## src/crg_lp_map.vh

```
// Register map, field positions, reset values and timing counts of the low-power clock generator
`ifndef CRG_LP_MAP_VH
`define CRG_LP_MAP_VH

// ****************************************
// Register offsets (byte addresses)
// ****************************************
`define CRG_OFS_CTRL     4'h0
`define CRG_OFS_STATUS   4'h4
`define CRG_OFS_MASK     4'h8
`define CRG_OFS_RATE     4'hC

// ****************************************
// Control register fields
// ****************************************
`define CRG_CTL_CME      0
`define CRG_CTL_SELF_CLOCK_MODE_ENABLE     1
`define CRG_CTL_SELF_CLOCK_IRQ_ENABLE    2
`define CRG_CTL_PLL_CLOCK_SELECT   3
`define CRG_CTL_PCE      4
`define CRG_CTL_PRE      5
`define CRG_CTL_PSEUDO_STOP_SELECT     6
`define CRG_CTL_RESET    7'h03

// ****************************************
// Status fields (bits 0 to 2 sticky, write one to clear; bit 3 reads selfClockMode)
// ****************************************
`define CRG_ST_SELF_CLOCK_IRQ_FLAG     0
`define CRG_ST_RTIF      1
`define CRG_ST_QCOK      2
`define CRG_ST_W         3

// ****************************************
// Timing
// ****************************************
`define CRG_CHECK_NS     20000
`define CRG_CLK_NS       10
`define CRG_STEP_CYC     2'h2

`endif

```

## src/crg_rti_div.v

```verilog
// Real-time interrupt divider: prescale table times count plus one
`timescale 1ns/1ps
`default_nettype none

module crg_rti_div (
    input  wire        clk_sys,   // System clock
    input  wire        resetn,    // Async reset, active low
    input  wire        runEn,     // Count enable (freeze when low)
    input  wire [6:0]  rateSel,   // Prescale and count select
    output reg         tick       // One-cycle divider pulse
);
    // ****************************************
    // Prescale table
    // ****************************************
    reg  [17:0] preLimit;         // Prescale minus one
    reg  [17:0] preCnt_q;         // Prescale counter
    reg  [3:0]  modCnt_q;         // Count-plus-one stage

    // Prescale choice by upper field
    always @* begin
        case (rateSel[6:4])
            3'h0:    preLimit = 18'h003E7;  // 1000
            3'h1:    preLimit = 18'h007CF;  // 2000
            3'h2:    preLimit = 18'h01387;  // 5000
            3'h3:    preLimit = 18'h0270F;  // 10000
            3'h4:    preLimit = 18'h04E1F;  // 20000
            3'h5:    preLimit = 18'h0C34F;  // 50000
            3'h6:    preLimit = 18'h1869F;  // 100000
            default: preLimit = 18'h30D3F;  // 200000
        endcase
    end

    // Counters hold while frozen, never reloaded
    always @(posedge clk_sys or negedge resetn) begin
        if (!resetn) begin
            preCnt_q <= 18'h00000;
            modCnt_q <= 4'h0;
            tick     <= 1'b0;
        end else begin
            tick <= 1'b0;
            if (runEn) begin
                if (preCnt_q >= preLimit) begin
                    preCnt_q <= 18'h00000;
                    if (modCnt_q >= rateSel[3:0]) begin
                        modCnt_q <= 4'h0;
                        tick     <= 1'b1;
                    end else begin
                        modCnt_q <= modCnt_q + 4'h1;
                    end
                end else begin
                    preCnt_q <= preCnt_q + 18'h00001;
                end
            end
        end
    end
endmodule // crg_rti_div

`default_nettype wire

```

## src/crg_lp_ctrl.v

```verilog
// Low-power mode controller: wait and stop sequencing, clock monitor, self-clock, registers
//
// Local design decisions: the Avalon-MM slave port and the address map.
`timescale 1ns/1ps
`default_nettype none
`include "crg_lp_map.vh"

module crg_lp_ctrl #(
    parameter CHECK_CYC = `CRG_CHECK_NS / `CRG_CLK_NS  // Clock quality window
) (
    input  wire        clk_sys,        // System clock
    input  wire        resetn,         // Async reset, active low
    input  wire        extResetReq,    // External reset request (pin)
    input  wire        watchdogExpire, // Watchdog timeout, same clock
    input  wire        oscClockLost,   // Clock monitor loss (pin)
    input  wire        oscClockGood,   // Oscillator seen good (pin)
    input  wire        waitReq,        // Core executes wait
    input  wire        stopReq,        // Core executes stop
    input  wire        irqPending,     // Any other interrupt pending
    input  wire        pllPowerDown,   // PLL deselected on wake from wait
    input  wire [3:0]  avs_address,    // Avalon byte address
    input  wire        avs_read,       // Avalon read
    input  wire        avs_write,      // Avalon write
    input  wire [31:0] avs_writedata,  // Avalon write data
    output reg  [31:0] avs_readdata,   // Avalon read data
    output reg         avs_waitrequest,// Avalon wait request
    output reg         irq,            // Level interrupt
    output reg         resetOut,       // Reset sequence active
    output reg  [1:0]  resetCause,     // 0 none 1 ext 2 wdog 3 monitor
    output reg         coreClkEn,      // Core clock gate
    output reg         sysClkEn,       // System clock gate
    output reg         pllEnable,      // PLL power
    output reg         oscEnable,      // Oscillator power
    output reg         vregLowPower,   // Regulator low-power request
    output reg         rtiClkEn,       // Timer clock gate
    output reg         watchdogClkEn,  // Watchdog clock gate
    output reg         selfClockMode,  // Running on self clock
    output reg         runMode         // Core in run mode
);
    // ****************************************
    // States (one-hot)
    // ****************************************
    localparam [6:0] ST_RUN   = 7'h01;  // Normal run
    localparam [6:0] ST_WAIT  = 7'h02;  // Wait mode
    localparam [6:0] ST_DSEL  = 7'h04;  // Stop: PLL deselected
    localparam [6:0] ST_PLLO  = 7'h08;  // Stop: PLL off
    localparam [6:0] ST_CORO  = 7'h10;  // Stop: core clock off
    localparam [6:0] ST_STOP  = 7'h20;  // Stop active
    localparam [6:0] ST_RST   = 7'h40;  // Reset sequence
    localparam [7:0] RST_LEN  = 8'h40;  // Reset sequence length

    // ****************************************
    // Pin synchronisers
    // ****************************************
    reg  [2:0]  extSync_q;    // External reset request
    reg  [2:0]  lostSync_q;   // Clock loss
    reg  [2:0]  goodSync_q;   // Clock good
    reg         extLvl_q;     // Accepted levels
    reg         lostLvl_q;
    reg         goodLvl_q;

    // Three stages; a change counts once the last two agree
    always @(posedge clk_sys or negedge resetn) begin
        if (!resetn) begin
            extSync_q  <= 3'h0;
            lostSync_q <= 3'h0;
            goodSync_q <= 3'h0;
            extLvl_q   <= 1'b0;
            lostLvl_q  <= 1'b0;
            goodLvl_q  <= 1'b0;
        end else begin
            extSync_q  <= {extSync_q[1:0], extResetReq};
            lostSync_q <= {lostSync_q[1:0], oscClockLost};
            goodSync_q <= {goodSync_q[1:0], oscClockGood};
            if (extSync_q[1] == extSync_q[2])
                extLvl_q <= extSync_q[2];
            if (lostSync_q[1] == lostSync_q[2])
                lostLvl_q <= lostSync_q[2];
            if (goodSync_q[1] == goodSync_q[2])
                goodLvl_q <= goodSync_q[2];
        end
    end

    // ****************************************
    // Registers and state
    // ****************************************
    reg  [6:0]  state_q;          // Mode sequencer
    reg  [6:0]  ctrl_q;           // Control bits
    reg  [2:0]  status_q;         // Sticky events
    reg  [2:0]  mask_q;           // Interrupt mask
    reg  [6:0]  rate_q;           // Timer rate select
    reg  [7:0]  rstCnt_q;         // Reset sequence counter
    reg  [1:0]  stepCnt_q;        // Stop step spacing
    reg  [15:0] chkCnt_q;         // Clock quality window
    reg         chkBusy_q;        // Check in progress
    reg         lostPrev_q;       // Loss edge detect
    reg         pendRst_q;        // Unused, only cleared by reset
    wire        rtiTick;          // Divider pulse
    wire        accept;           // Bus access taken this cycle
    wire        lossEvt;          // New clock-monitor failure
    wire        chkPass;          // Clock check succeeded
    wire        inStop;           // Stop fully active
    wire        pseudo;           // Pseudo stop chosen
    wire [2:0]  stSet;            // Status set terms
    wire [2:0]  stClr;            // Status clear terms

    assign accept  = (avs_read | avs_write) & ~avs_waitrequest;
    assign lossEvt = lostLvl_q & ~lostPrev_q & ctrl_q[`CRG_CTL_CME];
    assign inStop  = (state_q == ST_STOP);
    assign pseudo  = ctrl_q[`CRG_CTL_PSEUDO_STOP_SELECT];
    // Full stop aborts the window, so no pass can arise there
    assign chkPass = chkBusy_q & goodLvl_q & (chkCnt_q == CHECK_CYC[15:0]) & ~(inStop & ~pseudo);
    assign stSet   = {chkPass, rtiTick, lossEvt & ctrl_q[`CRG_CTL_SELF_CLOCK_MODE_ENABLE]};
    assign stClr   = (accept & avs_write & avs_address == `CRG_OFS_STATUS) ? avs_writedata[2:0] : 3'h0;

    // ****************************************
    // Real-time interrupt divider
    // ****************************************
    crg_rti_div u_rti (
        .clk_sys (clk_sys),
        .resetn  (resetn),
        .runEn   (~inStop | (pseudo & ctrl_q[`CRG_CTL_PRE])),
        .rateSel (rate_q),
        .tick    (rtiTick)
    );

    // ****************************************
    // Bus slave: one wait cycle per access
    // ****************************************
    always @(posedge clk_sys or negedge resetn) begin
        if (!resetn) begin
            avs_waitrequest <= 1'b1;
            avs_readdata    <= 32'h00000000;
        end else begin
            avs_waitrequest <= ~((avs_read | avs_write) & avs_waitrequest);
            if (avs_read & avs_waitrequest) begin
                case (avs_address)
                    `CRG_OFS_CTRL:   avs_readdata <= {25'h0, ctrl_q};
                    `CRG_OFS_STATUS: avs_readdata <= {28'h0, selfClockMode, status_q};
                    `CRG_OFS_MASK:   avs_readdata <= {29'h0, mask_q};
                    `CRG_OFS_RATE:   avs_readdata <= {25'h0, rate_q};
                    default:         avs_readdata <= 32'h00000000;  // Unmapped reads zero
                endcase
            end
        end
    end

    // ****************************************
    // Status, mask, rate and interrupt
    // ****************************************
    always @(posedge clk_sys or negedge resetn) begin
        if (!resetn) begin
            status_q <= 3'h0;
            mask_q   <= 3'h0;
            rate_q   <= 7'h00;
            irq      <= 1'b0;
        end else if (state_q == ST_RST) begin
            // Configuration returns to defaults during the sequence
            status_q <= 3'h0;
            mask_q   <= 3'h0;
            rate_q   <= 7'h00;
            irq      <= 1'b0;
        end else begin
            // Set wins over a clear in the same cycle
            status_q <= (status_q & ~stClr) | stSet;
            if (accept & avs_write & avs_address == `CRG_OFS_MASK)
                mask_q <= avs_writedata[2:0];
            if (accept & avs_write & avs_address == `CRG_OFS_RATE)
                rate_q <= avs_writedata[6:0];
            irq <= |(((status_q & ~stClr) | stSet) & mask_q);
        end
    end

    // ****************************************
    // Clock quality checker
    // ****************************************
    always @(posedge clk_sys or negedge resetn) begin
        if (!resetn) begin
            chkCnt_q      <= 16'h0000;
            chkBusy_q     <= 1'b0;
            selfClockMode <= 1'b0;
            lostPrev_q    <= 1'b0;
        end else if (state_q == ST_RST) begin
            chkCnt_q      <= 16'h0000;
            chkBusy_q     <= 1'b0;
            selfClockMode <= 1'b0;
            lostPrev_q    <= lostLvl_q;
        end else begin
            lostPrev_q <= lostLvl_q;
            if (lossEvt & ctrl_q[`CRG_CTL_SELF_CLOCK_MODE_ENABLE]) begin
                selfClockMode <= 1'b1;
                chkBusy_q     <= 1'b1;
                chkCnt_q      <= 16'h0000;
            end else if (chkBusy_q & inStop & ~pseudo) begin
                chkCnt_q <= 16'h0000;
            end else if (chkPass) begin
                chkBusy_q     <= 1'b0;
                selfClockMode <= 1'b0;
            end else if (chkBusy_q) begin
                // Keeps going through wait and pseudo stop
                if (chkCnt_q == CHECK_CYC[15:0])
                    chkCnt_q <= 16'h0000;
                else
                    chkCnt_q <= chkCnt_q + 16'h0001;
            end
        end
    end

    // ****************************************
    // Mode sequencer and control register
    // ****************************************
    always @(posedge clk_sys or negedge resetn) begin
        if (!resetn) begin
            state_q    <= ST_RST;
            ctrl_q     <= `CRG_CTL_RESET;
            rstCnt_q   <= 8'h00;
            stepCnt_q  <= 2'h0;
            resetCause <= 2'h1;
            pendRst_q  <= 1'b0;
        end else if (extLvl_q | watchdogExpire) begin
            // Defaults restored at once, reset sequence restarts
            state_q    <= ST_RST;
            ctrl_q     <= `CRG_CTL_RESET;
            rstCnt_q   <= 8'h00;
            resetCause <= extLvl_q ? 2'h1 : 2'h2;
        end else if (lossEvt & ~ctrl_q[`CRG_CTL_SELF_CLOCK_MODE_ENABLE]) begin
            state_q    <= ST_RST;
            ctrl_q     <= `CRG_CTL_RESET;
            rstCnt_q   <= 8'h00;
            resetCause <= 2'h3;
        end else begin
            if (accept & avs_write & avs_address == `CRG_OFS_CTRL & state_q == ST_RUN)
                ctrl_q <= avs_writedata[6:0];
            case (state_q)
                ST_RST: begin
                    rstCnt_q <= rstCnt_q + 8'h01;
                    if (rstCnt_q == RST_LEN) begin
                        state_q <= ST_RUN;
                    end
                end
                ST_RUN: begin
                    if (stopReq) begin
                        state_q   <= ST_DSEL;
                        stepCnt_q <= 2'h0;
                        ctrl_q[`CRG_CTL_PLL_CLOCK_SELECT] <= 1'b0;
                    end else if (waitReq) begin
                        state_q <= ST_WAIT;
                    end
                end
                ST_WAIT: begin
                    // Unmasked own event with irq enable, or other irq
                    if (irqPending | (lossEvt & ctrl_q[`CRG_CTL_SELF_CLOCK_IRQ_ENABLE]) |
                        (irq & ~(status_q[`CRG_ST_SELF_CLOCK_IRQ_FLAG] & ~ctrl_q[`CRG_CTL_SELF_CLOCK_IRQ_ENABLE]))) begin
                        state_q <= ST_RUN;
                        if (pllPowerDown & ~selfClockMode)
                            ctrl_q[`CRG_CTL_PLL_CLOCK_SELECT] <= 1'b0;
                    end
                end
                ST_DSEL, ST_PLLO, ST_CORO: begin
                    stepCnt_q <= stepCnt_q + 2'h1;
                    if (stepCnt_q == `CRG_STEP_CYC) begin
                        stepCnt_q <= 2'h0;
                        state_q   <= {state_q[5:0], 1'b0};
                    end
                end
                ST_STOP: begin
                    if (irqPending | irq)
                        state_q <= ST_RUN;
                end
                default: state_q <= ST_RST;
            endcase
        end
    end

    // ****************************************
    // Clock and power outputs
    // ****************************************
    always @(posedge clk_sys or negedge resetn) begin
        if (!resetn) begin
            resetOut      <= 1'b1;
            coreClkEn     <= 1'b0;
            sysClkEn      <= 1'b0;
            pllEnable     <= 1'b0;
            oscEnable     <= 1'b1;
            vregLowPower  <= 1'b0;
            rtiClkEn      <= 1'b0;
            watchdogClkEn <= 1'b0;
            runMode       <= 1'b0;
        end else begin
            resetOut  <= (state_q == ST_RST);
            runMode   <= (state_q == ST_RUN);
            coreClkEn <= (state_q == ST_RUN) | (state_q == ST_DSEL) | (state_q == ST_PLLO);
            sysClkEn  <= ~inStop;
            // Self-clock keeps PLL up through wait and pseudo stop
            pllEnable <= ctrl_q[`CRG_CTL_PLL_CLOCK_SELECT] |
                         (selfClockMode & ~(inStop & ~pseudo)) |
                         (state_q == ST_DSEL);
            oscEnable    <= ~inStop | pseudo;
            vregLowPower <= inStop & ~(selfClockMode & pseudo);
            rtiClkEn     <= ~inStop | (pseudo & ctrl_q[`CRG_CTL_PRE]);
            watchdogClkEn <= ~inStop | (pseudo & ctrl_q[`CRG_CTL_PCE]);
        end
    end
endmodule // crg_lp_ctrl

`default_nettype wire

```

## config.mk

```make
export PLATFORM = sky130hd
export DESIGN_NAME = crg_lp_ctrl
export DESIGN_NICKNAME = d
export VERILOG_FILES = /design/src/crg_rti_div.v /design/src/crg_lp_ctrl.v
export VERILOG_INCLUDE_DIRS = /design/src
export SDC_FILE = /design/constraint.sdc
export NUM_CORES = 1
export LEC_CHECK = 0
export BUFFER_PORTS_ARGS = -buffer_cell sky130_fd_sc_hd__buf_2
export CAP_MARGIN = 15
export CELL_PAD_IN_SITES_DETAIL_PLACEMENT = 1
export CELL_PAD_IN_SITES_GLOBAL_PLACEMENT = 1
export CORE_ASPECT_RATIO = 1.2
export CORE_MARGIN = 1
export CORE_UTILIZATION = 49
export CTS_BUF_LIST = sky130_fd_sc_hd__clkbuf_8
export DETAILED_ROUTE_END_ITERATION = 6
export HOLD_SLACK_MARGIN = 0.06
export PLACE_DENSITY = 0.95
export SLEW_MARGIN = 20
export SYNTH_ARGS = -nofsm -noshare
export SYNTH_HDL_FRONTEND = slang
export SYNTH_SLANG_ARGS = --single-unit
```

## constraint.sdc

```tcl
create_clock -name clk_sys -period 5 [get_ports clk_sys]
set_input_delay 0 -clock clk_sys [delete_from_list [all_inputs] [get_ports clk_sys]]
set_output_delay 0 -clock clk_sys [all_outputs]
set_load 0.02 [all_outputs]
```

==> reports/summary.txt, run 1 <==
Num CTS Buffers: 9
clk root buf: clkbuf_8
endpoints failing hold: 0
Period minus WS final: 3115 ps
WL/cell: 19.66 um
maximum clock frequency: 321.1 MHz
P per Cell Area: 241.9 mW/mm^2
ys async rst share: 100.0%
Die ar.: 0.01247 mm^2
Post-Syn Area: 0.005893 mm^2
post-synthesis compound-gate area fraction: 12.82%
most common cell after layout, fill and taps aside: dfrtp_1
placer congestion estimate: 0.8584
Initial Util: 50.71%
syn_area_per_cell: 9.757 um^2
unrepaired setup endpoints after global routing: no
top cell type's share of synthesized area: 43.74%
Vias/cell: 5.903
commonest non-fill, non-tap cells in the layout: 103 x dfrtp_1, 57 x nand2_1, 54 x nor2_1
worst reg-to-reg path cell count: 10
Reg clk slew, reported paths: 100 ps
total gr overflow: 0
# DRC: 0
filler cell count: 1370
crit path launch type: flop
first-pass GRT wire length: 26500 um
status: completed
post-placement cell area: 0.006116 mm^2
Final Setup Violations: 0
clock sinks: 110
Post-Synth Simple-Gate Area: 20.45%
largest net degree at the start of global routing: 68
Hold/Removal Path Class: in2reg
worst endpoint data arrival time: 3410 ps
footprint of the multi-input gates: 0.002820 mm^2
post-synthesis xor/xnor area fraction: 2.972%
Area growth syn-to-layout: 11.08%
# Post-CTS Setup Buffers: 0
Worst Path Max Fanout: 18
critical path class: reg2reg
CP endpoint kind: flop
antenna cells: 0
Max-Cap Viols: 0
hpwl dp: 10950 um
TNS Setup: 0 ps
Crit path required time: 5290 ps
H-Tree Level Count: 3
Synth cell types: 64
Global Route Usage Sum: 28.11%
prevailing post-synth register cell: dfrtp_1
leading area contributor after synthesis: dfrtp_1
antenna violations before repair: 0
# resized after CTS: 0
Slew headroom: 42.42%
vias in the first global route: 5326
Worst-Skew Late Latency: 400 ps
max-slew violations: 0
# port buffers: 43
fin cells: 822
site row count: 43
cell count after synthesis: 604
Starting DRT DRC Count: 254
main combinational cell family by area after synthesis: simple AND/OR/NAND/NOR gates
clk_skew: 13.17 ps
Area contributors post-synth: dfrtp_1 44%, ha_1 5.1%, nand2_1 3.6%
register area: 0.002761 mm^2
Synthesis Warnings: 0
Final period util: 62.29%
die height: 122.1 um
die width: 102.1 um
area of the core: 0.01162 mm^2
Pre-Repair DR Iteration Count: 4
Worst Tran Pin Value: 863.7 ps
clk buf depth: 2
I/O pin cnt: 94
hold path cells: 3
Peak VDD IR: 0.1252 mV
Static Leak: 3.054 nW
post-route ant nets: 0
post-route cell area: 0.006546 mm^2
sequential area share after synthesis: 46.86%
via count: 4852
Pwr Total: 1.584 mW
CTS tree: yes
Adder-Cell Fraction of Synth Area: 5.605%
placed insts: 783
total length of routed wires: 16160 um
CTS Hold Bufs: 23
number of synthesized flops with an enable pin: 0
post-synthesis mux area share: 4.416%
FF+latch count, synth: 110
Layout Nets: 732
layout cells sized above 1: 13.23%
-- flip-flops by register name (all words and copies together), names as in the netlist, 2 cells and up --
register	count
state_q	7
status_q	3
lostSync_q	3
resetCause	2
goodSync_q	3
rate_q	7
u_rti.modCnt_q	4
rstCnt_q	8
chkCnt_q	16
u_rti.preCnt_q	18
stepCnt_q	2
ctrl_q	7
mask_q	3
avs_readdata	7
extSync_q	3
-- synthesized netlist by cell type, types with 5 or more instances --
master and n:
xor2_1 17, nor2_1 54, nand2_1 57, dfrtp_1 103, o21ai_0 40, buf_4 25
nand2b_1 6, ha_1 24, or3_1 13, nor2b_1 10, and2_1 5, nand4_1 12
clkbuf_1 17, dfstp_2 7, o31ai_2 5, a22oi_1 5, nand3_1 29, nor3_1 14
a21oi_1 26, inv_1 25, and3_1 16, mux2i_1 17
-- critical path: stages, from the launching register on --
cell	delay [ps]
dfrtp_1	630
and3_1	280
inv_1	110
ha_1	330
nand4_1	120
nor3_1	290
o2111ai_1	200
a31oi_1	460
buf_4	330
o21ai_0	130
o2bb2ai_1	130
-- cell families after synthesis --
logic type,Yosys count
and+or+nand+nor,238
AOI/OAI and AO/OA,112
DFF,110
buffers and inverters,74
adders and majority gates,27
muxes,22
xor gates and xnor gates,20
other,1
-- metrics by stage --
step | utilization (%) | setup WS [ps] | hold WS (ps)
after global routing | 56.33 | 1696 | 151.9
final | 56.33 | 1885 | 123.3
after global placement | 52.63 | 2098 | 21.52
after CTS | 56.33 | 1916 | 80.67
after detailed placement | 52.63 | 1968 | 28.93
after floorplan | - | 2565 | -295.6
-- worst paths after layout --
| path | startpoint | end | slack [ps] |
|---|---|---|---|
| max | rate_q[6] | u_rti.modCnt_q[2] | 1890 |
| min | avs_address[2] | avs_readdata[3] | 120 |
| max reg2reg | rate_q[6] | u_rti.modCnt_q[2] | 1890 |
| min reg2reg | extSync_q[0] | extSync_q[1] | 350 |
| max in group asynchronous | resetn | avs_readdata[1] | 3610 |
| min in group asynchronous | resetn | chkCnt_q[2] | 130 |
-- where the power goes --
part	switching, mW	total [mW]	internal [mW]
Clock	0.310	0.565	0.255
Combinational	0.0729	0.107	0.0339
Sequential	0.00898	0.912	0.903
-- cell type report --
cell class,instances,area share (%)
multi-input cells,444,43.08
flip-flops and latches,110,42.18
repair buffers,69,7.187
well taps,157,3.001
clock buffers,11,2.313
inverters,26,1.491
clock inverters,5,0.7454
-- routing by layer --
metal,vias to the layer above,global-route usage (%),wire length (um)
met1,2511,31.29,6166
li1,2184,-,-
met2,111,50.17,8927
met4,0,16.16,559
met5,-,0,0
met3,46,4.532,507
Power figures use the tool's default switching activity.
==> run 2, diff against run 1 <==
--- a/config.mk
+++ b/config.mk
@@ -12,11 +12,11 @@
 export CELL_PAD_IN_SITES_GLOBAL_PLACEMENT = 1
 export CORE_ASPECT_RATIO = 1.2
 export CORE_MARGIN = 1
-export CORE_UTILIZATION = 49
+export CORE_UTILIZATION = 45
 export CTS_BUF_LIST = sky130_fd_sc_hd__clkbuf_8
 export DETAILED_ROUTE_END_ITERATION = 6
 export HOLD_SLACK_MARGIN = 0.06
-export PLACE_DENSITY = 0.95
+export PLACE_DENSITY = 0.91
 export SLEW_MARGIN = 20
 export SYNTH_ARGS = -nofsm -noshare
 export SYNTH_HDL_FRONTEND = slang
==> constraint.sdc (replaced) <==
create_clock -name clk_sys -period 2.9 [get_ports clk_sys]
set_input_delay 0 -clock clk_sys [delete_from_list [all_inputs] [get_ports clk_sys]]
set_output_delay 0 -clock clk_sys [all_outputs]
set_load 0.02 [all_outputs]
==> run 2 against run 1 <==
  * Fmax up 18%
  * Die area is 8.7% higher
  * Core utilization fell by 4.1 points
  * Combinational power rose by 76%
  * Clock-buffer cell count unchanged
  * Worst hold slack worse by 28 ps
  * Highest routed layer unchanged
==> reports/summary.txt, run 2 (synthesis results as in run 1) <==
Final period util: 90.92%
Reg clk slew, reported paths: 110 ps
hold path cells: 3
hpwl dp: 10690 um
filler cell count: 1496
Area growth syn-to-layout: 12.80%
Layout Nets: 741
most common cell after layout, fill and taps aside: dfrtp_1
clk root buf: clkbuf_8
Reg with most FFs: u_rti.preCnt_q
reg2reg start: rate_q[5]
first-pass GRT wire length: 25470 um
Vias/cell: 5.616
Worst-Skew Late Latency: 410 ps
site row count: 45
worst hold endpoint: avs_readdata[3]
clock sinks: 110
Starting DRT DRC Count: 223
Max-Cap Viols: 0
Peak VDD IR: 0.2217 mV
uppermost layer routed: met4
TNS Setup: 0 ps
Num CTS Buffers: 9
crit path launch type: flop
Slew headroom: 48.20%
DRT met1 WL: 6114 um
met2 WL post-DR: 8299 um
status: completed
CP endpoint kind: flop
Pwr Total: 2.737 mW
Initial Util: 46.31%
worst reg-to-reg path cell count: 10
layout cells sized above 1: 13.95%
Static Leak: 3.083 nW
largest net degree at the start of global routing: 60
WL/cell: 18.50 um
clk_skew: 28.46 ps
worst endpoint data arrival time: 2930 ps
# port buffers: 43
total length of routed wires: 15520 um
total gr overflow: 0
Die ar.: 0.01356 mm^2
Worst Path Max Fanout: 15
Worst Tran Pin Value: 777.0 ps
P per Cell Area: 411.7 mW/mm^2
# DRC: 0
maximum clock frequency: 379.2 MHz
Largest regs: u_rti.preCnt_q: 18 flops, chkCnt_q: 16 flops, rstCnt_q: 8 flops
endpoints failing hold: 0
# Post-CTS Setup Buffers: 0
Crit Reg-Reg Endpoint: u_rti.preCnt_q[11]
clk buf depth: 2
H-Tree Level Count: 3
die height: 127.4 um
Final Setup Violations: 0
critical path class: reg2reg
commonest non-fill, non-tap cells in the layout: 102 x dfrtp_1, 57 x nand2_1, 54 x nor2_1
max FFs per register: 18
vias in the first global route: 5134
Period minus WS final: 2637 ps
via count: 4712
Hold Path Origin: avs_address[2]
r2r setup slk: 260 ps
post-route ant nets: 0
unrepaired setup endpoints after global routing: no
I/O pin cnt: 94
die width: 106.5 um
max-slew violations: 0
Hold/Removal Path Class: in2reg
placer congestion estimate: 0.8328
Global Route Usage Sum: 24.43%
area of the core: 0.01272 mm^2
Met3 Routed Length: 589 um
antenna violations before repair: 0
CTS tree: yes
Crit path required time: 3190 ps
Pre-Repair DR Iteration Count: 4
==> run 2: cell count changes in the layout (fill, tap and decap cells not counted), sizes merged <==
cell / delta
diode: +1
inv: +1
clkinvlp: +1
buf: +6
clkinv: -2
dlygate4sd3: +3
==> run 2: repair_timing <==
action | 4_1_cts | 5_1_grt
endpoints found under the hold margin | 93 | 0
hold buffers | 26 | 0
resized for setup | 0 | 1
setup endpoints to repair | 0 | 13
==> run 2: how the worst max path moves through the flow <==
stage          cells after the start  slack [ps]  startpoint                 end
2_1_floorplan                     11         470   rate_q[5]   u_rti.modCnt_q[1]
3_3_place_gp                      10         360   rate_q[6]  u_rti.preCnt_q[16]
3_5_place_dp                      10         270   rate_q[6]  u_rti.preCnt_q[16]
4_1_cts                           10         220   rate_q[6]  u_rti.preCnt_q[14]
5_1_grt                           10          30   rate_q[5]  u_rti.preCnt_q[13]
6_report                          10         260   rate_q[5]  u_rti.preCnt_q[11]
==> run 2: layer usage <==
layer / track usage, % / vias up
met5: 0 / -
met4: 11.76 / 0
met2: 44.42 / 106
met1: 27.52 / 2366
met3: 4.337 / 43
li1: - / 2197
==> run 2: stage by stage <==
stage / area, um^2 / std cells / hold slack (ps) / worst slack, ps / utilization, %
finish: 6648 / 839 / 95.36 / 263.2 / 52.24
global route: 6645 / 838 / 132.7 / 27.55 / 52.22
CTS: 6644 / 838 / 77.44 / 221.5 / 52.21
detailed placement: 6182 / 796 / 110.2 / 271.5 / 48.58
global placement: 6182 / 796 / 109.4 / 359.7 / 48.58
floorplan: 5983 / 628 / -295.6 / 465.2 / -
==> run 2: cell type report <==
| type | count | area [um^2] | area share, % |
|---|---|---|---|
| antenna | 1 | 2.502 | 0.03764 |
| clock buffer | 11 | 151.4 | 2.277 |
| clock inverter | 5 | 50.05 | 0.7529 |
| inverter | 26 | 97.59 | 1.468 |
| multi-input combinational | 444 | 2820 | 42.42 |
| sequential | 110 | 2763 | 41.56 |
| tap | 164 | 205.2 | 3.087 |
| timing repair buffer | 78 | 558.0 | 8.394 |
==> run 2: worst max-delay path: stages (launching register included) <==
cell and delay [ps]:
dfrtp_1 550, and3_1 260, inv_1 100, ha_1 340, nand4_1 130, nor3_1 290, o21ai_0 200, a31oi_1 200
buf_4 180, buf_4 210, nor2_1 70
==> run 2: power breakdown <==
part           leakage, nW  switching [mW]  total (mW)  internal (mW)
clock network        0.108           0.539       0.979          0.440
registers             1.44          0.0133        1.57           1.56
logic                 1.53           0.126       0.188         0.0623
